$ cat config.mk
export PLATFORM = sky130hd
export DESIGN_NAME = miv_ctrl
export DESIGN_NICKNAME = d
export VERILOG_FILES = /design/src/miv_pkg.sv /design/src/miv_arbiter.sv /design/src/miv_ctrl.sv
export VERILOG_INCLUDE_DIRS = /design/src /design/src/src
export SDC_FILE = /design/constraint.sdc
export NUM_CORES = 1
export LEC_CHECK = 0
export ABC_CLOCK_PERIOD_IN_PS = 2900
export BUFFER_PORTS_ARGS = -buffer_cell sky130_fd_sc_hd__buf_2
export CELL_PAD_IN_SITES_DETAIL_PLACEMENT = 0
export CELL_PAD_IN_SITES_GLOBAL_PLACEMENT = 1
export CORE_UTILIZATION = 32
export DETAILED_ROUTE_END_ITERATION = 12
export PLACE_DENSITY = 0.88
export RECOVER_POWER = 100
export SETUP_SLACK_MARGIN = 0.1
export SYNTH_ARGS = -nofsm -noshare
export SYNTH_HDL_FRONTEND = slang
export SYNTH_SLANG_ARGS = --single-unit
$ cat constraint.sdc
create_clock -name clk -period 2.9 [get_ports clk]
set_input_delay 0.58 -clock clk [delete_from_list [all_inputs] [get_ports clk]]
set_output_delay 0.58 -clock clk [all_outputs]
set_load 0.01 [all_outputs]
$ cat src/miv_consts.svh
/*
 * Constants of the maskable interrupt vectoring block: source count,
 * default priorities, vector addresses and enabling bit positions.
 * Assumes it is included by bare name from design files under src/.
 */
`ifndef MIV_CONSTS_SVH
`define MIV_CONSTS_SVH

`define MIV_NSRC 17
`define MIV_OPT_BYTE_ADDR 16'h00C0
`define MIV_WDT_EN_BIT 7
`define MIV_LVI_MODE_BIT 1

// default priorities, source index order
`define MIV_PRIO_TABLE '{5'h00, 5'h01, 5'h10, 5'h11, 5'h12, 5'h13, 5'h14, 5'h15, 5'h16, \
    5'h17, 5'h18, 5'h19, 5'h1A, 5'h1B, 5'h1C, 5'h1D, 5'h1E}
// vector table addresses, same order
`define MIV_VEC_TABLE '{16'h0004, 16'h0006, 16'h0030, 16'h0032, 16'h0036, 16'h0038, 16'h003C, \
    16'h0040, 16'h0042, 16'h0044, 16'h0046, 16'h0048, 16'h0052, 16'h0056, 16'h0058, 16'h005A, 16'h005E}

`endif

$ cat src/miv_pkg.sv
/*
 * Types of the maskable interrupt vectoring block.
 * Assumes miv_consts.svh is on the include path.
 */
package miv_pkg;
`include "miv_consts.svh"
    typedef logic [4:0] miv_prio_t;
    typedef logic [15:0] miv_vec_t;
    typedef logic [4:0] miv_idx_t;
    // source order; index equals table position
    typedef enum {
        MIV_WDTI, MIV_LVI, MIV_TAU0_CH2, MIV_TAU0_CH3, MIV_RTC, MIV_RTCI, MIV_ST2, MIV_TAU1_CH3,
        MIV_TAU0_CH4, MIV_TAU0_CH5, MIV_TAU0_CH6, MIV_TAU0_CH7, MIV_EXT10, MIV_TAU1_CH0,
        MIV_TAU1_CH1, MIV_TAU1_CH2, MIV_DIV
    } miv_src_t;
    typedef enum {MIV_IDLE, MIV_PRESENT} miv_state_t;
endpackage

$ cat src/miv_arbiter.sv
/*
 * Priority arbiter: picks the eligible source with the smallest
 * default priority number. Purely combinational.
 * Assumes priorities are unique per source.
 */
`timescale 1ns/100ps
module miv_arbiter #(
    parameter int NSRC = 17
) (
    input wire logic [NSRC-1:0] eligible,
    output miv_pkg::miv_idx_t win_idx,
    output logic win_valid
);
    import miv_pkg::*;
    `include "miv_consts.svh"

    localparam miv_prio_t PRIO [NSRC] = `MIV_PRIO_TABLE;

    // linear scan, keep strictly smaller number; ties cannot occur
    always_comb begin
        miv_prio_t best;
        best = 5'h1F;
        win_idx = 5'h00;
        win_valid = 1'b0;
        for (int i = 0; i < NSRC; i++) begin
            if (eligible[i] && (!win_valid || PRIO[i] < best)) begin
                best = PRIO[i];
                win_idx = miv_idx_t'(i);
                win_valid = 1'b1;
            end
        end
    end
endmodule // miv_arbiter

$ cat src/miv_ctrl.sv
/*
 * Maskable interrupt vectoring: latches source events as pending flags,
 * applies masks and enabling conditions, presents the winner with its
 * vector to the core and clears it on acknowledge.
 * Assumes event inputs are one-cycle pulses synchronous to clk and that
 * the core acknowledges only while irq_req is high.
 */
`timescale 1ns/100ps
module miv_ctrl #(
    parameter int NSRC = 17
) (
    input wire logic clk,
    input wire logic resetn,
    input wire logic irq_wdt_interval,
    input wire logic irq_lowvolt,
    input wire logic irq_tau0_ch2,
    input wire logic irq_tau0_ch3,
    input wire logic irq_rtc_cycle_alarm,
    input wire logic irq_rtc_interval,
    input wire logic irq_serial2_tx,
    input wire logic irq_tau1_ch3,
    input wire logic irq_tau0_ch4,
    input wire logic irq_tau0_ch5,
    input wire logic irq_tau0_ch6,
    input wire logic irq_tau0_ch7,
    input wire logic irq_ext_pin_ten,
    input wire logic irq_tau1_ch0,
    input wire logic irq_tau1_ch1,
    input wire logic irq_tau1_ch2,
    input wire logic irq_divide_done,
    input wire logic [7:0] option_byte,
    input wire logic [7:0] lowvolt_detect_control,
    input wire logic [NSRC-1:0] irq_mask,
    input wire logic irq_ack,
    output logic irq_req,
    output miv_pkg::miv_vec_t irq_vector,
    output miv_pkg::miv_idx_t irq_source,
    output logic [NSRC-1:0] irq_pending
);
    import miv_pkg::*;
    `include "miv_consts.svh"

    localparam miv_vec_t VEC [NSRC] = `MIV_VEC_TABLE;

    // the vector and priority tables are fixed at the documented source count
    if (NSRC != `MIV_NSRC) begin : g_bad_nsrc
        $error("miv_ctrl: NSRC must equal the source table size");
    end

    logic wdt_interval_irq_enable;
    logic lowvolt_detect_mode;
    logic [NSRC-1:0] raw_evt;
    logic [NSRC-1:0] pend_q, pend_d;
    logic [NSRC-1:0] eligible;
    logic [NSRC-1:0] ack_vec;
    miv_idx_t win_idx;
    logic win_valid;
    miv_state_t state_q, state_d;
    miv_idx_t src_q, src_d;
    miv_vec_t vec_q, vec_d;

    // enabling conditions for the two special sources
    assign wdt_interval_irq_enable = option_byte[`MIV_WDT_EN_BIT];
    assign lowvolt_detect_mode = lowvolt_detect_control[`MIV_LVI_MODE_BIT];

    // gather sources in table order
    assign raw_evt = {irq_divide_done, irq_tau1_ch2, irq_tau1_ch1, irq_tau1_ch0,
                      irq_ext_pin_ten, irq_tau0_ch7, irq_tau0_ch6, irq_tau0_ch5,
                      irq_tau0_ch4, irq_tau1_ch3, irq_serial2_tx, irq_rtc_interval,
                      irq_rtc_cycle_alarm, irq_tau0_ch3, irq_tau0_ch2,
                      irq_lowvolt & ~lowvolt_detect_mode,
                      irq_wdt_interval & wdt_interval_irq_enable};

    // masked flags stay pending but cannot compete
    assign eligible = pend_q & ~irq_mask;

    miv_arbiter #(.NSRC(NSRC)) u_arb (
        .eligible(eligible),
        .win_idx(win_idx),
        .win_valid(win_valid)
    );

    // one-hot of the source being acknowledged
    generate
        for (genvar g = 0; g < NSRC; g++) begin : g_ack
            // an acknowledge while the request is withdrawn by its mask is ignored
            assign ack_vec[g] = irq_ack && irq_req && (src_q == miv_idx_t'(g));
        end
    endgenerate

    // pending flags: a new event wins over the acknowledge clear
    always_comb begin
        pend_d = (pend_q & ~ack_vec) | raw_evt;
    end

    always_ff @(posedge clk) begin
        if (!resetn) begin
            pend_q <= '0;
        end else begin
            pend_q <= pend_d;
        end
    end

    // presentation: the winner is frozen while presented so the vector is stable
    // until acknowledged; a newly arriving higher request waits one round
    always_comb begin
        state_d = state_q;
        src_d = src_q;
        vec_d = vec_q;
        case (state_q)
            MIV_IDLE: begin
                if (win_valid) begin
                    state_d = MIV_PRESENT;
                    src_d = win_idx;
                    vec_d = VEC[win_idx];
                end
            end
            MIV_PRESENT: begin
                if (irq_ack || irq_mask[src_q]) begin
                    state_d = MIV_IDLE; // withdraw when masked
                end
            end
            default: state_d = MIV_IDLE;
        endcase
    end

    always_ff @(posedge clk) begin
        if (!resetn) begin
            state_q <= MIV_IDLE;
            src_q <= 5'h00;
            vec_q <= 16'h0000;
        end else begin
            state_q <= state_d;
            src_q <= src_d;
            vec_q <= vec_d;
        end
    end

    assign irq_req = (state_q == MIV_PRESENT) && !irq_mask[src_q];
    assign irq_vector = vec_q;
    assign irq_source = src_q;
    assign irq_pending = pend_q;

    // checks
    wdt_gate_a: assert property (@(posedge clk) disable iff (!resetn)
        (!pend_q[MIV_WDTI] && !option_byte[`MIV_WDT_EN_BIT]) |=> !pend_q[MIV_WDTI])
        else $error("watchdog interval pended while disabled");
    lvi_gate_a: assert property (@(posedge clk) disable iff (!resetn)
        (!pend_q[MIV_LVI] && lowvolt_detect_control[`MIV_LVI_MODE_BIT]) |=> !pend_q[MIV_LVI])
        else $error("low-voltage pended in reset mode");
    masked_hold_a: assert property (@(posedge clk) disable iff (!resetn)
        irq_req |-> !irq_mask[src_q])
        else $error("masked source presented");
    ack_clear_a: assert property (@(posedge clk) disable iff (!resetn)
        (irq_req && irq_ack && !raw_evt[src_q]) |=> !pend_q[$past(src_q)])
        else $error("acknowledged flag not cleared");
    keep_pend_a: assert property (@(posedge clk) disable iff (!resetn)
        (irq_req && irq_ack && $countones(pend_q) > 1) |=> $countones(pend_q) >= 1)
        else $error("other pending flags lost");
    tau02_vec_a: assert property (@(posedge clk) disable iff (!resetn)
        (irq_req && src_q == 5'h02) |-> irq_vector == 16'h0030)
        else $error("wrong vector for timer 0 ch2");
    div_vec_a: assert property (@(posedge clk) disable iff (!resetn)
        (irq_req && src_q == 5'h10) |-> irq_vector == 16'h005E)
        else $error("wrong vector for divider");
    ext_vec_a: assert property (@(posedge clk) disable iff (!resetn)
        (irq_req && src_q == 5'h0C) |-> irq_vector == 16'h0052)
        else $error("wrong vector for pin ten");
    prio_pick_a: assert property (@(posedge clk) disable iff (!resetn)
        (state_q == MIV_IDLE && eligible[0]) |=> (state_q == MIV_PRESENT && src_q == 5'h00))
        else $error("highest priority not chosen");
    rtc_pick_a: assert property (@(posedge clk) disable iff (!resetn)
        (state_q == MIV_IDLE && eligible[4] && eligible[5] && eligible[3:0] == 4'h0)
        |=> src_q == 5'h04)
        else $error("rtc ordering wrong");
    skip_mask_a: assert property (@(posedge clk) disable iff (!resetn)
        (state_q == MIV_IDLE && pend_q[2] && irq_mask[2] && eligible[16] && eligible[15:0] == '0)
        |=> src_q == 5'h10)
        else $error("masked source blocked arbitration");

    ack_seen_c: cover property (@(posedge clk) disable iff (!resetn) irq_req && irq_ack);
    two_pend_c: cover property (@(posedge clk) disable iff (!resetn) $countones(eligible) > 1);
    masked_c: cover property (@(posedge clk) disable iff (!resetn) (pend_q & irq_mask) != '0);
endmodule // miv_ctrl

==> out/summary.txt <==
largest driver fanout on the critical path: 11
EDFF count, synth: 0
Worst Skew: 0.007334 ns
Pwr Density: 567.1 mW/mm2
mapped cell area: 0.001844 mm2
WL final: 5.234 mm
R2R Setup Slk: 0.34 ns
Hold EP: irq_vector[5]$_SDFFE_PN0P_
nets@finish: 358
Final Hold Fails: 0
CP Buf/Inv Count: 1
asr flop ratio synth: 0%
final setup fails: 0
commonest register cell after synthesis: dfxtp_1
#FFs+latches synth: 29
CTS tree: done
Yosys cell types: 45
PortBufs: 67
gr usage total: 18.02%
die area: 0.006071 mm2
Slowest Stage Delay on Critical Path: 0.65 ns
largest net degree at the start of global routing: 20
Power Total: 1298 uW
CP Launch Type: flip-flop
Clock Tree Root: clkbuf_8
Max VDD drop: 0.2671 mV
number of global-route vias before repair: 1796
initial antenna violation count: 0
RR Startpoint: irq_pending[5]$_SDFF_PN0_
Longest Clk Path Bufs: 2
CP required: 2.32 ns
Via Count: 1871
fin worst setup slack: 0.1497 ns
sequential share of the synthesized area: 31.48%
WHS Path Cells: 2
Non-Filler Instances: 374
most used cell, CP: mux4_2
Die X: 77.92 um
die boundary height: 77.92 um
Hold WC Path Type: reg2reg
I/O Pins: 92
CTS H-Tree Depth: 2
DRC Markers: 0
number of CTS-inserted buffers: 5
synthesized instance count: 229
global placer's final weighted congestion: 0.8825
normalized max-slew margin: 22.73%
drt pass-1 iters: 4
Worst-Skew Late Latency: 0.29 ns
Arr. time, crit path: 2.17 ns
status: finished, final reports clean
Synth-to-Final Area Change: 24.08%
Initial Utilization: 33.29%
Worst Hold Slack: 0.4739 ns
min Tclk post-route: 2.750 ns
pre-CTS setup slack: 0.2858 ns
Sink Count: 29
first-pass GRT wire length: 8.507 mm
Overflow after GRT: 0
routed vias/inst: 5.003
reg2reg path depth: 7
Initial DRC Count: 62
actual slew at the worst max-slew pin: 1.154 ns
Slew Limit Fails: 0
CP Capture Type: output port
Final ANT Viol Nets: 0
TNS Setup: 0 ns
critical path's slowest cell: dfxtp_1
core area: 0.005540 mm2
crit path from: irq_source[1]$_SDFFE_PN0P_
worst r2r dst: irq_vector[2]$_SDFFE_PN0P_
Crit Path Class: reg2out
syn_area_per_cell: 8.054 um2
Post-CTS Setup Inserts: 0
share of layout cells above drive strength 1: 20.20%
total leakage power: 0.0009349 uW
fin crit share: 94.84%
fmax: 363.6 MHz
HP Start: irq_vector[5]$_SDFFE_PN0P_
max_cap viols: 0
CP delay by family, top: multiplexers
unrepaired setup endpoints after global routing: no
DP Wirelength: 4.107 mm
Synth warnings: 0
cell count after placement: 366
routed len/inst: 13.99 um
worst path cell trace: mux4_2 > mux4_2 > a21oi_2 > buf_2
diode count: 0
CTS clock-pin slew for the worst setup and hold paths: 0.07 ns
row cnt: 27
## final cells by class
cell class | count | area (um2)
inverter | 10 | 37.54
multi-input combinational | 182 | 1125
clock buffer | 7 | 86.33
sequential | 29 | 584.3
fill | 602 | 3252
timing repair buffer | 73 | 335.3
tap | 72 | 90.09
clock inverter | 1 | 30.03
## through the flow
stage,util (%),area [um2]
floorplan,-,1878
global placement,40.22,2228
detailed placement,40.22,2228
CTS,42.34,2346
global route,41.31,2288
finish,41.31,2288
## how the worst max path moves through the flow
stage | end | slack (ns) | cells after the start
floorplan | irq_vector[2]$_SDFFE_PN0P_ | 0.44 | 10
global placement | irq_vector[2]$_SDFFE_PN0P_ | 0.30 | 11
detailed placement | irq_vector[1]$_SDFFE_PN0P_ | 0.29 | 11
CTS | irq_req | 0.15 | 4
global route | irq_vector[2]$_SDFFE_PN0P_ | 0.08 | 7
finish | irq_req | 0.15 | 4
## layout by cell type (no fill, tap or decap), types with 3 or more instances in the layout
cell type and n:
nor3_1 6, nor2_1 28, clkbuf_1 31, buf_2 40, o21ai_0 8, dfxtp_1 28, nor2b_1 12, clkbuf_8 6
a31oi_1 5, a21oi_1 30, inv_1 9, conb_1 10, ha_1 4, nand2_1 23, nand2b_1 11, buf_4 3
mux4_2 5, a211oi_1 5
## cell usage after synthesis (4+ instances only)
library cell / instances / area [um2]
nand2_1: 23 / 86.33
nor2b_1: 12 / 75.07
nor2_1: 28 / 105.1
dfxtp_1: 29 / 580.6
a21oi_1: 30 / 150.1
nor3_1: 6 / 30.03
a211oi_1: 5 / 37.54
clkbuf_1: 4 / 15.01
a31oi_1: 4 / 25.02
ha_1: 4 / 50.05
mux4_2: 5 / 112.6
inv_1: 9 / 33.78
o21ai_0: 8 / 40.04
buf_4: 11 / 82.58
nand2b_1: 11 / 68.82
## tightest hold or removal path: stages (launching register included)
cell and delay, ns:
dfxtp_1 0.31, nand2b_1 0.06, a21oi_1 0.05
## state kept, by name, summed over array words and instances, names as in the netlist
| register | flops |
|---|---|
| irq_source | 5 |
| state_q | 1 |
| irq_vector | 6 |
| irq_pending | 17 |
## metal layers
| layer | routed length [um] | up-vias | GRT usage, % |
|---|---|---|---|
| met1 | 2385 | 859 | 22.25 |
| met5 | 0 | - | 0 |
| met4 | 50 | 0 | 6.111 |
| li1 | - | 945 | - |
| met3 | 338 | 6 | 4.588 |
| met2 | 2460 | 61 | 30.35 |
## where the power goes
part / leakage [uW] / internal [uW] / total (uW) / switching, uW
Sequential: 0.000242 / 440 / 492 / 52.1
Clock: 0.0000585 / 280 / 446 / 166
Combinational: 0.000634 / 156 / 360 / 204
## kinds of logic after synthesis
| group | synth area share (%) |
|---|---|
| simple gates | 29.24 |
| compound gates | 21.17 |
| buf+inv | 8.548 |
| fa+ha+maj | 2.714 |
| mux | 6.649 |
| other cells | 0.2033 |
| flops | 31.48 |
## timing repair
action                                  in CTS  in global routing
hold buffers                                 0                  0
gates resized for setup                      1                  1
endpoints found under the setup margin       1                  1
endpoints found under the hold margin        0                  0
No activity file was read; power rests on OpenSTA's default activity.
